==> src/mer_defs_regs.vh <==
`ifndef MER_DEFS_REGS_VH
`define MER_DEFS_REGS_VH

// ==========================================================
// register indices, byte address is four times the index
`define MER_IDX_ASC0      10'h0f0
`define MER_IDX_ASC2      10'h0f2
`define MER_IDX_RATE_HI   10'h0f3
`define MER_IDX_RATE_LO   10'h0f4
`define MER_IDX_AVG       10'h0f5
`define MER_IDX_DEB_TIME  10'h0f6
`define MER_IDX_DEB_BATCH 10'h0f7
`define MER_IDX_TRN_SENSE 10'h0f8
`define MER_IDX_NSE_SENSE 10'h0f9
`define MER_IDX_SIG_HI    10'h0fa
`define MER_IDX_SIG_LO    10'h0fb
`define MER_IDX_DC_HI     10'h0fc
`define MER_IDX_DC_LO     10'h0fd

// ==========================================================
// advanced status/control 0 fields
`define MER_ASC0_REFRESH   4
`define MER_ASC0_NEW_SMP   3
`define MER_ASC0_ORIGIN    2
`define MER_ASC0_NOISE     1
`define MER_ASC0_TRANSIENT 0

// ==========================================================
// advanced status/control 2 fields
`define MER_ASC2_LOCK_HI 7
`define MER_ASC2_LOCK_LO 5
`define MER_ASC2_WIN_HI  4
`define MER_ASC2_WIN_LO  3
`define MER_ASC2_UPD_HI  2
`define MER_ASC2_UPD_LO  0
`define MER_WIN_RESERVED 2'h0
`define MER_WIN_SMALL    2'h1
`define MER_WIN_MEDIUM   2'h2
`define MER_WIN_LARGE    2'h3

// ==========================================================
// sensitivity registers keep bit 7 reserved
`define MER_SENSE_W 7

// ==========================================================
// control-limit period: base plus step times update rate
`define MER_UPD_BASE 5'h04
`define MER_UPD_STEP 5'h02

// ==========================================================
// reset values
`define MER_RST_BYTE  8'h00
`define MER_RST_WORD  16'h0000
`define MER_RST_FLAG  1'b0
`define MER_RST_CNT   5'h00
`define MER_RST_SENSE 7'h00
`define MER_RST_BUS   32'h00000000

`endif

==> src/mer_adv_regs.v <==
`timescale 1ns/1ps
`include "mer_defs_regs.vh"
// Contract
// - engine initialization never loads values into the advanced configuration registers
// - refresh bit set at engine initialization starts a fast buffer refill
// - each new sensor sample sets the new-sample flag
// - each motion event updates the detection origin bit, 0 normal, 1 extended
// - detected noise sets the noise flag; motion events may be suppressed
// - detected transient sets the transient flag; motion events may be suppressed
// - lock level bits 7:5 set minimum accepted slope change
// - window size bits 4:3 select small, medium, large; zero reserved
// - limits recalculated every four plus twice update-rate samples
// - process rate is 16-bit read-only, upper byte at lower address
// - current sensor sample readable as 16-bit value at two bytes
// - calculated dc level readable as 16-bit value at two bytes
// - averaging register steers how much the engine averages samples
module mer_adv_regs #(
    parameter ADDR_W = 12
) (
    input  wire              sys_clk_in,
    input  wire              sys_rst_in,
    input  wire              psel_in,
    input  wire              penable_in,
    input  wire              pwrite_in,
    input  wire [ADDR_W-1:0] paddr_in,
    input  wire [31:0]       pwdata_in,
    output wire [31:0]       prdata_out,
    output wire              pready_out,
    output wire              pslverr_out,
    input  wire              eng_init_in,
    input  wire              eng_sample_valid_in,
    input  wire [15:0]       eng_sample_in,
    input  wire              eng_motion_in,
    input  wire              eng_origin_ext_in,
    input  wire              eng_noise_in,
    input  wire              eng_transient_in,
    input  wire              eng_dc_valid_in,
    input  wire [15:0]       eng_dc_in,
    input  wire [15:0]       eng_rate_in,
    output wire              fast_fill_out,
    output wire              limit_update_out,
    output wire              window_valid_out,
    output wire [2:0]        lock_level_out,
    output wire [1:0]        window_size_out,
    output wire [7:0]        sample_avg_out,
    output wire [7:0]        debounce_time_out,
    output wire [7:0]        debounce_batch_out,
    output wire [6:0]        transient_sense_out,
    output wire [6:0]        noise_sense_out
);

    // ==========================================================
    // bus decode
    wire       setup_phase;
    wire       wr_take;
    wire       rd_take;
    wire       err_now;
    wire [9:0] idx;
    wire       aligned;
    reg        mapped;
    reg        is_ro;
    reg        pslverr_q;

    assign setup_phase = psel_in & ~penable_in;
    assign wr_take     = psel_in & penable_in & pwrite_in & ~pslverr_q;
    assign idx         = paddr_in[ADDR_W-1:2];
    assign aligned     = (paddr_in[1:0] == 2'h0);
    assign rd_take     = ~pwrite_in & mapped & aligned;
    assign err_now     = ~(mapped & aligned) | (pwrite_in & is_ro);

    always @* begin
        mapped = 1'b1;
        is_ro  = 1'b0;
        case (idx)
            `MER_IDX_ASC0, `MER_IDX_ASC2, `MER_IDX_AVG,
            `MER_IDX_DEB_TIME, `MER_IDX_DEB_BATCH,
            `MER_IDX_TRN_SENSE, `MER_IDX_NSE_SENSE: begin
                is_ro = 1'b0;
            end
            `MER_IDX_RATE_HI, `MER_IDX_RATE_LO, `MER_IDX_SIG_HI,
            `MER_IDX_SIG_LO, `MER_IDX_DC_HI, `MER_IDX_DC_LO: begin
                is_ro = 1'b1;
            end
            default: begin
                mapped = 1'b0;
            end
        endcase
    end

    // ==========================================================
    // configuration storage
    reg        refresh_q;
    reg        origin_q;
    reg [7:0]  asc2_q;
    reg [7:0]  avg_q;
    reg [7:0]  deb_time_q;
    reg [7:0]  deb_batch_q;
    reg [6:0]  trn_sense_q;
    reg [6:0]  nse_sense_q;
    reg [15:0] rate_q;
    reg [15:0] sig_q;
    reg [15:0] dc_q;
    reg [7:0]  low_shadow_q;
    reg [31:0] prdata_q;
    reg        fast_fill_q;
    reg        window_valid_q;
    wire       new_smp;
    wire       noise_flag;
    wire       trn_flag;
    wire       wr_asc0;
    wire       wr_asc2;
    wire       clr_new_smp;
    wire       clr_noise;
    wire       clr_trn;
    wire       limit_restart;

    assign wr_asc0       = wr_take & (idx == `MER_IDX_ASC0);
    assign wr_asc2       = wr_take & (idx == `MER_IDX_ASC2);
    assign clr_new_smp   = wr_asc0 & ~pwdata_in[`MER_ASC0_NEW_SMP];
    assign clr_noise     = wr_asc0 & ~pwdata_in[`MER_ASC0_NOISE];
    assign clr_trn       = wr_asc0 & ~pwdata_in[`MER_ASC0_TRANSIENT];
    assign limit_restart = fast_fill_q | wr_asc2;

    // system reset clears; engine initialization leaves these alone
    always @(posedge sys_clk_in) begin
        if (sys_rst_in) begin
            refresh_q   <= `MER_RST_FLAG;
            asc2_q      <= `MER_RST_BYTE;
            avg_q       <= `MER_RST_BYTE;
            deb_time_q  <= `MER_RST_BYTE;
            deb_batch_q <= `MER_RST_BYTE;
            trn_sense_q    <= `MER_RST_SENSE;
            nse_sense_q    <= `MER_RST_SENSE;
            window_valid_q <= `MER_RST_FLAG;
        end else if (wr_take) begin
            case (idx)
                `MER_IDX_ASC0: begin
                    refresh_q <= pwdata_in[`MER_ASC0_REFRESH];
                end
                `MER_IDX_ASC2: begin
                    asc2_q         <= pwdata_in[7:0];
                    window_valid_q <= (pwdata_in[`MER_ASC2_WIN_HI:`MER_ASC2_WIN_LO]
                                       != `MER_WIN_RESERVED);
                end
                `MER_IDX_AVG: begin
                    avg_q <= pwdata_in[7:0];
                end
                `MER_IDX_DEB_TIME: begin
                    deb_time_q <= pwdata_in[7:0];
                end
                `MER_IDX_DEB_BATCH: begin
                    deb_batch_q <= pwdata_in[7:0];
                end
                `MER_IDX_TRN_SENSE: begin
                    trn_sense_q <= pwdata_in[`MER_SENSE_W-1:0];
                end
                `MER_IDX_NSE_SENSE: begin
                    nse_sense_q <= pwdata_in[`MER_SENSE_W-1:0];
                end
                default: begin
                    refresh_q <= refresh_q;
                end
            endcase
        end
    end

    // ==========================================================
    // engine-set flags
    mer_flag u_new_smp (
        .sys_clk_in (sys_clk_in),
        .sys_rst_in (sys_rst_in),
        .set_in     (eng_sample_valid_in),
        .clr_in     (clr_new_smp),
        .flag_out   (new_smp)
    );

    mer_flag u_noise (
        .sys_clk_in (sys_clk_in),
        .sys_rst_in (sys_rst_in),
        .set_in     (eng_noise_in),
        .clr_in     (clr_noise),
        .flag_out   (noise_flag)
    );

    mer_flag u_transient (
        .sys_clk_in (sys_clk_in),
        .sys_rst_in (sys_rst_in),
        .set_in     (eng_transient_in),
        .clr_in     (clr_trn),
        .flag_out   (trn_flag)
    );

    // ==========================================================
    // engine observables
    always @(posedge sys_clk_in) begin
        if (sys_rst_in) begin
            origin_q    <= `MER_RST_FLAG;
            rate_q      <= `MER_RST_WORD;
            sig_q       <= `MER_RST_WORD;
            dc_q        <= `MER_RST_WORD;
            fast_fill_q <= `MER_RST_FLAG;
        end else begin
            rate_q      <= eng_rate_in;
            fast_fill_q <= eng_init_in & refresh_q;
            if (eng_motion_in) begin
                origin_q <= eng_origin_ext_in;
            end
            if (eng_sample_valid_in) begin
                sig_q <= eng_sample_in;
            end
            if (eng_dc_valid_in) begin
                dc_q <= eng_dc_in;
            end
        end
    end

    // ==========================================================
    // control-limit timing, restarted on fast fill and on any advanced status/control 2 write
    wire [2:0] upd_rate;

    assign upd_rate = asc2_q[`MER_ASC2_UPD_HI:`MER_ASC2_UPD_LO];

    mer_limit_timer #(
        .RATE_W (3),
        .CNT_W  (5)
    ) u_limit_timer (
        .sys_clk_in (sys_clk_in),
        .sys_rst_in (sys_rst_in),
        .restart_in (limit_restart),
        .sample_in  (eng_sample_valid_in),
        .rate_in    (upd_rate),
        .tick_out   (limit_update_out)
    );

    // ==========================================================
    // read path, data prepared in the setup phase
    reg  [7:0] rd_byte;
    wire [7:0] asc0_view;

    assign asc0_view = {3'h0, refresh_q, new_smp, origin_q, noise_flag, trn_flag};

    always @* begin
        rd_byte = `MER_RST_BYTE;
        case (idx)
            `MER_IDX_ASC0: begin
                rd_byte = asc0_view;
            end
            `MER_IDX_ASC2: begin
                rd_byte = asc2_q;
            end
            `MER_IDX_RATE_HI: begin
                rd_byte = rate_q[15:8];
            end
            `MER_IDX_RATE_LO: begin
                rd_byte = low_shadow_q;
            end
            `MER_IDX_AVG: begin
                rd_byte = avg_q;
            end
            `MER_IDX_DEB_TIME: begin
                rd_byte = deb_time_q;
            end
            `MER_IDX_DEB_BATCH: begin
                rd_byte = deb_batch_q;
            end
            `MER_IDX_TRN_SENSE: begin
                rd_byte = {1'b0, trn_sense_q};
            end
            `MER_IDX_NSE_SENSE: begin
                rd_byte = {1'b0, nse_sense_q};
            end
            `MER_IDX_SIG_HI: begin
                rd_byte = sig_q[15:8];
            end
            `MER_IDX_SIG_LO: begin
                rd_byte = low_shadow_q;
            end
            `MER_IDX_DC_HI: begin
                rd_byte = dc_q[15:8];
            end
            `MER_IDX_DC_LO: begin
                rd_byte = low_shadow_q;
            end
            default: begin
                rd_byte = `MER_RST_BYTE;
            end
        endcase
    end

    // reading an upper byte freezes its lower byte for the next read
    always @(posedge sys_clk_in) begin
        if (sys_rst_in) begin
            low_shadow_q <= `MER_RST_BYTE;
            prdata_q     <= `MER_RST_BUS;
            pslverr_q    <= `MER_RST_FLAG;
        end else if (setup_phase) begin
            pslverr_q <= err_now;
            prdata_q  <= `MER_RST_BUS;
            if (rd_take) begin
                prdata_q <= {24'h000000, rd_byte};
                case (idx)
                    `MER_IDX_RATE_HI: begin
                        low_shadow_q <= rate_q[7:0];
                    end
                    `MER_IDX_SIG_HI: begin
                        low_shadow_q <= sig_q[7:0];
                    end
                    `MER_IDX_DC_HI: begin
                        low_shadow_q <= dc_q[7:0];
                    end
                    default: begin
                        low_shadow_q <= low_shadow_q;
                    end
                endcase
            end
        end
    end

    // ==========================================================
    // outputs
    assign prdata_out          = prdata_q;
    assign pready_out          = 1'b1;
    assign pslverr_out         = psel_in & penable_in & pslverr_q;
    assign fast_fill_out       = fast_fill_q;
    assign lock_level_out      = asc2_q[`MER_ASC2_LOCK_HI:`MER_ASC2_LOCK_LO];
    assign window_size_out     = asc2_q[`MER_ASC2_WIN_HI:`MER_ASC2_WIN_LO];
    assign window_valid_out    = window_valid_q;
    assign sample_avg_out      = avg_q;
    assign debounce_time_out   = deb_time_q;
    assign debounce_batch_out  = deb_batch_q;
    assign transient_sense_out = trn_sense_q;
    assign noise_sense_out     = nse_sense_q;

endmodule

==> src/mer_flag.v <==
`timescale 1ns/1ps
// ==========================================================
// sticky engine-set flag, software writes zero to clear
module mer_flag (
    input  wire sys_clk_in,
    input  wire sys_rst_in,
    input  wire set_in,
    input  wire clr_in,
    output wire flag_out
);
`include "mer_defs_regs.vh"

    reg flag_q;
    reg flag_d;

    always @* begin
        flag_d = flag_q;
        if (clr_in) begin
            flag_d = 1'b0;
        end
        if (set_in) begin
            flag_d = 1'b1;
        end
    end

    always @(posedge sys_clk_in) begin
        if (sys_rst_in) begin
            flag_q <= `MER_RST_FLAG;
        end else begin
            flag_q <= flag_d;
        end
    end

    assign flag_out = flag_q;

endmodule

==> src/mer_limit_timer.v <==
`timescale 1ns/1ps
// ==========================================================
// counts sensor samples and pulses when limits are due
module mer_limit_timer #(
    parameter RATE_W = 3,
    parameter CNT_W  = 5
) (
    input  wire              sys_clk_in,
    input  wire              sys_rst_in,
    input  wire              restart_in,
    input  wire              sample_in,
    input  wire [RATE_W-1:0] rate_in,
    output wire              tick_out
);
`include "mer_defs_regs.vh"

    reg  [CNT_W-1:0] cnt_q;
    reg  [CNT_W-1:0] cnt_d;
    reg              tick_q;
    reg              tick_d;
    wire [CNT_W-1:0] period;

    // period is four plus twice the update rate, in samples
    assign period = `MER_UPD_BASE + (`MER_UPD_STEP * {{(CNT_W-RATE_W){1'b0}}, rate_in});

    always @* begin
        cnt_d  = cnt_q;
        tick_d = 1'b0;
        if (restart_in) begin
            cnt_d = `MER_RST_CNT;
        end else if (sample_in) begin
            if (cnt_q + 1'b1 >= period) begin
                cnt_d  = `MER_RST_CNT;
                tick_d = 1'b1;
            end else begin
                cnt_d = cnt_q + 1'b1;
            end
        end
    end

    always @(posedge sys_clk_in) begin
        if (sys_rst_in) begin
            cnt_q  <= `MER_RST_CNT;
            tick_q <= `MER_RST_FLAG;
        end else begin
            cnt_q  <= cnt_d;
            tick_q <= tick_d;
        end
    end

    assign tick_out = tick_q;

endmodule
==> config.mk <==
export PLATFORM = sky130hd
export DESIGN_NAME = mer_adv_regs
export DESIGN_NICKNAME = d
export VERILOG_FILES = /design/src/mer_adv_regs.v /design/src/mer_flag.v /design/src/mer_limit_timer.v
export VERILOG_INCLUDE_DIRS = /design/src
export SDC_FILE = /design/constraint.sdc
export NUM_CORES = 1
export LEC_CHECK = 0
export BUFFER_PORTS_ARGS = -buffer_cell sky130_fd_sc_hd__buf_2
export CAP_MARGIN = 15
export CORE_ASPECT_RATIO = 0.5
export CORE_MARGIN = 1
export CORE_UTILIZATION = 52
export CTS_BUF_LIST = sky130_fd_sc_hd__clkbuf_4 sky130_fd_sc_hd__clkbuf_8 sky130_fd_sc_hd__clkbuf_16
export CTS_CLUSTER_SIZE = 28
export DETAILED_ROUTE_END_ITERATION = 12
export GPL_TIMING_DRIVEN = 0
export PLACE_DENSITY = 0.85
export SETUP_SLACK_MARGIN = 0.1
export SLEW_MARGIN = 20
export SYNTH_ARGS = -nofsm -noshare
export SYNTH_HDL_FRONTEND = slang
export SYNTH_SLANG_ARGS = --single-unit
==> constraint.sdc <==
create_clock -name sys_clk_in -period 2.3 [get_ports sys_clk_in]
set_clock_uncertainty 0.1 [all_clocks]
set_input_delay 0.115 -clock sys_clk_in [delete_from_list [all_inputs] [get_ports sys_clk_in]]
set_output_delay 0.115 -clock sys_clk_in [all_outputs]
set_load 0.005 [all_outputs]
Yosys cells after proc, flatten, opt, wreduce, memory -nomap -nowiden
Cells that the tools add are included.
- register bits: 148
- input port bits: 104
- output and inout port bits: 80
- logic and storage cells: 94
- $add $sub $neg: 2
- order comparisons: 1
- equal/unequal tests: 13
- mux-type cells: 13
- bitwise gates (word level): 25
- reductions and logical operators: 19
- operators by type and width (operator ; number):
    == test 10 x 8 -> 1 bit (second input constant) ; 13
    case mux 8 bit (11 select lines) ; 1
    case mux 8 bit (3 select lines) ; 1
    bitwise AND 1 bit ; 15
    AND reduction 2 bit ; 7
    OR reduction 13 bit ; 1
    2-to-1 mux 1 bit ; 9
    2-to-1 mux 8 bit ; 1
    NOT 1 bit ; 8
    nonzero test 2 bit ; 4
    OR reduction 3 bit ; 2
    OR reduction 6 bit ; 1
    adder 3 x 4 -> 5 bit (first input constant) ; 1
    adder 5 x 1 -> 5 bit (second input constant) ; 1
    >= comparator 5 bit ; 1
    2-to-1 mux 5 bit ; 1
    AND reduction 3 bit ; 1
    nonzero test 3 bit ; 1
    zero test 2 bit ; 1
    bitwise OR 1 bit ; 2
    OR reduction 2 bit ; 1

Logic depth before layout (Yosys ltp)
- word-level depth: 7
- gate-level depth with buffers: 8
- mapped depth without buffers: 8

Hierarchy
From an unflattened synthesis, not the netlist that was laid out.
- cells, all modules: 616
- area total of the unflattened synthesis: 5795.6 um^2
- by module, submodules not included (module ; times used ; cells each ; area each (um^2) ; sequential area each (um^2)):
    mer_adv_regs ; 1 ; 560 ; 5281.3 ; 2302.2
    mer_limit_timer ; 1 ; 44 ; 397.9 ; 120.1
    mer_flag ; 3 ; 4 ; 38.8 ; 20.0

Least setup slack after synthesis
No wires, ideal clock.
- path type: flip-flop to flip-flop
- from: reg u_limit_timer.cnt_q[0]
- to: reg u_limit_timer.cnt_q[2]
- setup time: 0.074 ns
- data arrival time: 1.701 ns
- data required time: 2.126 ns
- path slack: 0.425 ns
- cell stages (with the launch flop): 9
- path buffers: 0
- clock period less this slack: 1.875 ns
- cells stage by stage: dfxtp_1 > ha_1 > nand3_1 > xnor2_1 > ha_1 > a21oi_1 > o21a_1 > nand4b_1 > a31oi_1
- longest elaborated chain between the ends: 3
- RTL lines (item ; line ; text):
    start: declaration ; mer_limit_timer.v:17 ; reg [CNT_W-1:0] cnt_q;
    start signal: assignment ; mer_limit_timer.v:43 ; cnt_q <= `MER_RST_CNT;
    start signal: assignment ; mer_limit_timer.v:46 ; cnt_q <= cnt_d;
    adder 5 x 1 -> 5 bit * ; mer_limit_timer.v:32, mer_limit_timer.v:36 ;
    >= comparator 5 bit ; mer_limit_timer.v:32 ; if (cnt_q + 1'b1 >= period) begin
    2-to-1 mux 5 bit * ; mer_limit_timer.v:32 ;
Every way passes the cells marked *; elsewhere a longest branch is shown, timed or not.
A chain may end at the register's enable or synchronous reset.

Final worst setup path
- from: in pwrite_in
- to: reg prdata_q[1] (netlist: prdata_out[1])
- longest elaborated chain between the ends: 4
- RTL lines (item ; line ; text):
    start: declaration ; mer_adv_regs.v:24 ; input wire pwrite_in,
    NOT 1 bit ; mer_adv_regs.v:68 ; assign rd_take = ~pwrite_in & mapped & aligned;
    bitwise AND 1 bit (2 in series) ; mer_adv_regs.v:68 ;
    2-to-1 mux 8 bit ; mer_adv_regs.v:299 ; if (rd_take) begin
    end signal: assignment ; mer_adv_regs.v:294 ; prdata_q <= `MER_RST_BUS;
    end signal: assignment ; mer_adv_regs.v:298 ; prdata_q <= `MER_RST_BUS;
    end signal: assignment ; mer_adv_regs.v:300 ; prdata_q <= {24'h000000, rd_byte};
    end: declaration ; mer_adv_regs.v:104 ; reg [31:0] prdata_q;
Every way passes these cells.

==> flow_summary.toml <==
[outcome]
status = "completed"

[job]
cap_viol_max_count = 0

[timing]
slew_headroom = 0.3988
totalNegativeSetupSlack_ns = 0
worst-slew-pin-transition_ns = 0.9019
peak_clock_frequency_supported_by_timing_mhz = 476.7
setup_repair_after_global_routing_missed_its_margin = "true"
maxSlewViolCount = 0
finalSetupViolCount = 0
layout_worst_path_cycle_share = 0.9120
hold_viol = 0
clock_period_minus_final_worst_setup_slack_ns = 2.098

[floorplan]
floorplan.die_area_mm2 = 0.01191
die_x_um = 153.3
fp.dieH_um = 77.66
core_area_mm2 = 0.01108
start_util = 0.5373
num_io_pins = 184
rows = 27

[clock_network]
cts.root.buffer_cell = "clkbuf_16"
numClockSinks = 124
cts_buffers = 17
clock_tree_from_tritoncts = "built"
max-clock-path-buffers = 2
clkTransAtPathRegs_ns = 0.06
htree_levels = 4
clock_latency_ns = 0.42

[worst_hold_path]
source_of_the_worst_hold_timing_path = "pwdata_in[4]"
worst_hold_path.num_cells = 3
hp-class = "input port to register"
sink_of_the_worst_hold_path = "debounce_time_out[4]"

[pwr]
power.ir.vdd_worst_mv = 0.4909
total_power_w = 0.005718
total_leakage_power_nw = 3.564
power_density_mw_per_mm2 = 703.2

[global_routing]
number_of_antenna_violations_at_the_first_check_in_global_routing = 0
via_count_of_the_first_global_routing_pass = 5814
grt_max_degree = 17
globalRouteTotalUtil = 0.3531
global_route_wire_length_before_repair_um = 31590
grt.overflow.total = 0

[final_layout]
most_frequent_cells_in_the_layout = "144 x buf_2, 124 x dfxtp_1, 85 x nor2_1"
finish.net_count = 987
most_common_cell_after_layout_fill_and_taps_aside = "buf_2"
n_antenna_cell = 0
syn_to_final_growth_pct = 36.59
final_layout_size_suffix_gt1_frac = 0.2753

[critical_path]
cp-start-kind = "input port"
crit_fanout = 8
crit_type = "input port to register"
timing.reg2reg.worst_path_depth = 8
timing.reg2reg.setup_slack_ns = 0.21
worst_r2r_endpoint = "u_limit_timer.cnt_q[2]"
rr_startpoint = "u_limit_timer.cnt_q[0]"
timing.critical_path.required_ns = 2.56
worst_endpoint_data_arrival_time_ns = 2.36
endpoint_kind = "register"

[yosys]
synth_edf_count = 0
ys.flop_type = "dfxtp_1"
synth-seq-cells = 124
post_synth_inst_count = 644
syn-mean-instance-area_um2 = 9.244
ys_types = 68
synth.cell_area_mm2 = 0.005953
synthesis_warning_total = 0
synthArstFlopShare = 0
synth-seq-area-share = 0.4170

[drt]
number_of_routed_nets_with_antenna_violations = 0
wl_per_cell_um = 19.96
initial_drt_pass_iterations = 6
route.detailed.drc = 0
postRouteWirelength_um = 20660
vias = 5926
detailedRoute.firstIterationViolations = 562
via_per_inst = 5.726

[placement]
placement.io_buffers = 130
detailedPlacementHpwl_um = 13880
finalWeightedCongestion = 0.9865
==> logic make-up after synthesis <==
family | Yosys count | share of synthesized area
AO/OA/AOI/OAI | 104 | 0.1206
XOR/XNOR | 4 | 0.005886
adder cells (fa/ha/maj) | 6 | 0.01261
buffers and inverters | 80 | 0.07671
flip-flops | 124 | 0.4170
multiplexers | 87 | 0.1587
other | 2 | 0.001262
AND/OR/NAND/NOR | 237 | 0.2072
==> worst max-delay path by stage <==
| stage | startpoint | end | slack, ns | depth (start not counted) |
|---|---|---|---|---|
| 2_1_floorplan | u_limit_timer.cnt_q[0] | u_limit_timer.cnt_q[2] | 0.42 | 8 |
| 3_3_place_gp | paddr_in[11] | prdata_out[1] | 0.18 | 7 |
| 3_5_place_dp | u_limit_timer.cnt_q[0] | u_limit_timer.cnt_q[2] | 0.18 | 8 |
| 4_1_cts | u_limit_timer.cnt_q[0] | u_limit_timer.cnt_q[2] | 0.16 | 8 |
| 5_1_grt | u_limit_timer.cnt_q[0] | u_limit_timer.cnt_q[2] | 0.08 | 8 |
| 6_report | pwrite_in | prdata_out[1] | 0.20 | 7 |
==> worst max-delay path, stage by stage <==
cell	delay (ns)
dlygate4sd3_1	0.53
buf_2	0.15
nand3b_1	0.26
or4_1	0.50
clkbuf_1	0.28
a31oi_1	0.37
a211o_1	0.14
==> report_power, final <==
group	internal (W)	switching [W]	total (W)
combinational	0.000252	0.000277	0.000529
clock	0.00191	0.00104	0.00295
sequential	0.00221	0.0000359	0.00224
total	0.00437	0.00135	0.00572
==> through the flow <==
stage          cell area (um^2)  utilization  instances  worst slack (ns)  hold WS (ns)
4_1_cts                    8120       0.7328       1035            0.1566       0.03784
3_3_place_gp               6872       0.6201        942            0.1799        0.2286
2_1_floorplan              6040            -        667            0.4247        0.1357
5_1_grt                    8132       0.7339       1035           0.07931       0.09053
6_report                   8132       0.7339       1035            0.2024       0.05338
3_5_place_dp               6872       0.6201        942            0.1753        0.2280
==> sequential cells by signal, summed over array words and instances (netlist names), 8 cells and up <==
name and flops:
dc_q 16, rate_q 16, sig_q 16, asc2_q 8
debounce_batch_out 8, debounce_time_out 8, low_shadow_q 8, prdata_out 8
sample_avg_out 8
==> layer usage <==
| metal | up-vias | track usage | part of all wire | routed length [um] |
|---|---|---|---|---|
| met1 | 2804 | 0.4433 | 0.41 | 8514 |
| met4 | 2 | 0.1354 | 0.029 | 599 |
| li1 | 2700 | - | - | - |
| met3 | 66 | 0.1140 | 0.10 | 2161 |
| met2 | 354 | 0.5644 | 0.45 | 9347 |
| met5 | - | 0.02165 | 0.0015 | 32 |
==> repair_timing <==
action | CTS | global route
resized for setup | 0 | 3
buffers inserted | 0 | 0
hold endpoints to repair | 80 | 0
hold buffers | 61 | 0
setup endpoints to repair | 0 | 10
==> cell usage after synthesis (all sizes together), types with 3 or more instances <==
cell type  count  share of area
a2bb2oi        3         0.0044
mux2           9          0.017
a211oi        13          0.016
nand4b         3         0.0055
nor4           7          0.011
a21oi         36          0.030
and2           3         0.0032
a22o          11          0.016
and3           3         0.0032
ha             6          0.013
nor2          87          0.057
buf           52          0.059
a31oi          5         0.0078
dfxtp        124           0.42
nand2         40          0.026
o31ai          3         0.0038
or3            3         0.0032
mux4           5          0.019
a22oi          5         0.0063
nor3          13          0.016
nand3         32          0.029
inv            9         0.0057
o21ai          8         0.0067
nand3b         6         0.0076
a32oi          6         0.0088
clkbuf        19          0.012
mux2i         73           0.12
nand2b         3         0.0032
nand4          3         0.0032
nor2b         22          0.023
==> cell type report <==
class | count | area (um^2)
timing repair buffer | 191 | 1261
fill | 804 | 2949
clock inverter | 10 | 162.7
inverter | 9 | 33.78
sequential | 124 | 2482
buffer | 71 | 422.9
tap | 145 | 181.4
clock buffer | 22 | 475.5
multi-input combinational | 463 | 3112
No activity file was read; power rests on OpenSTA's default activity.
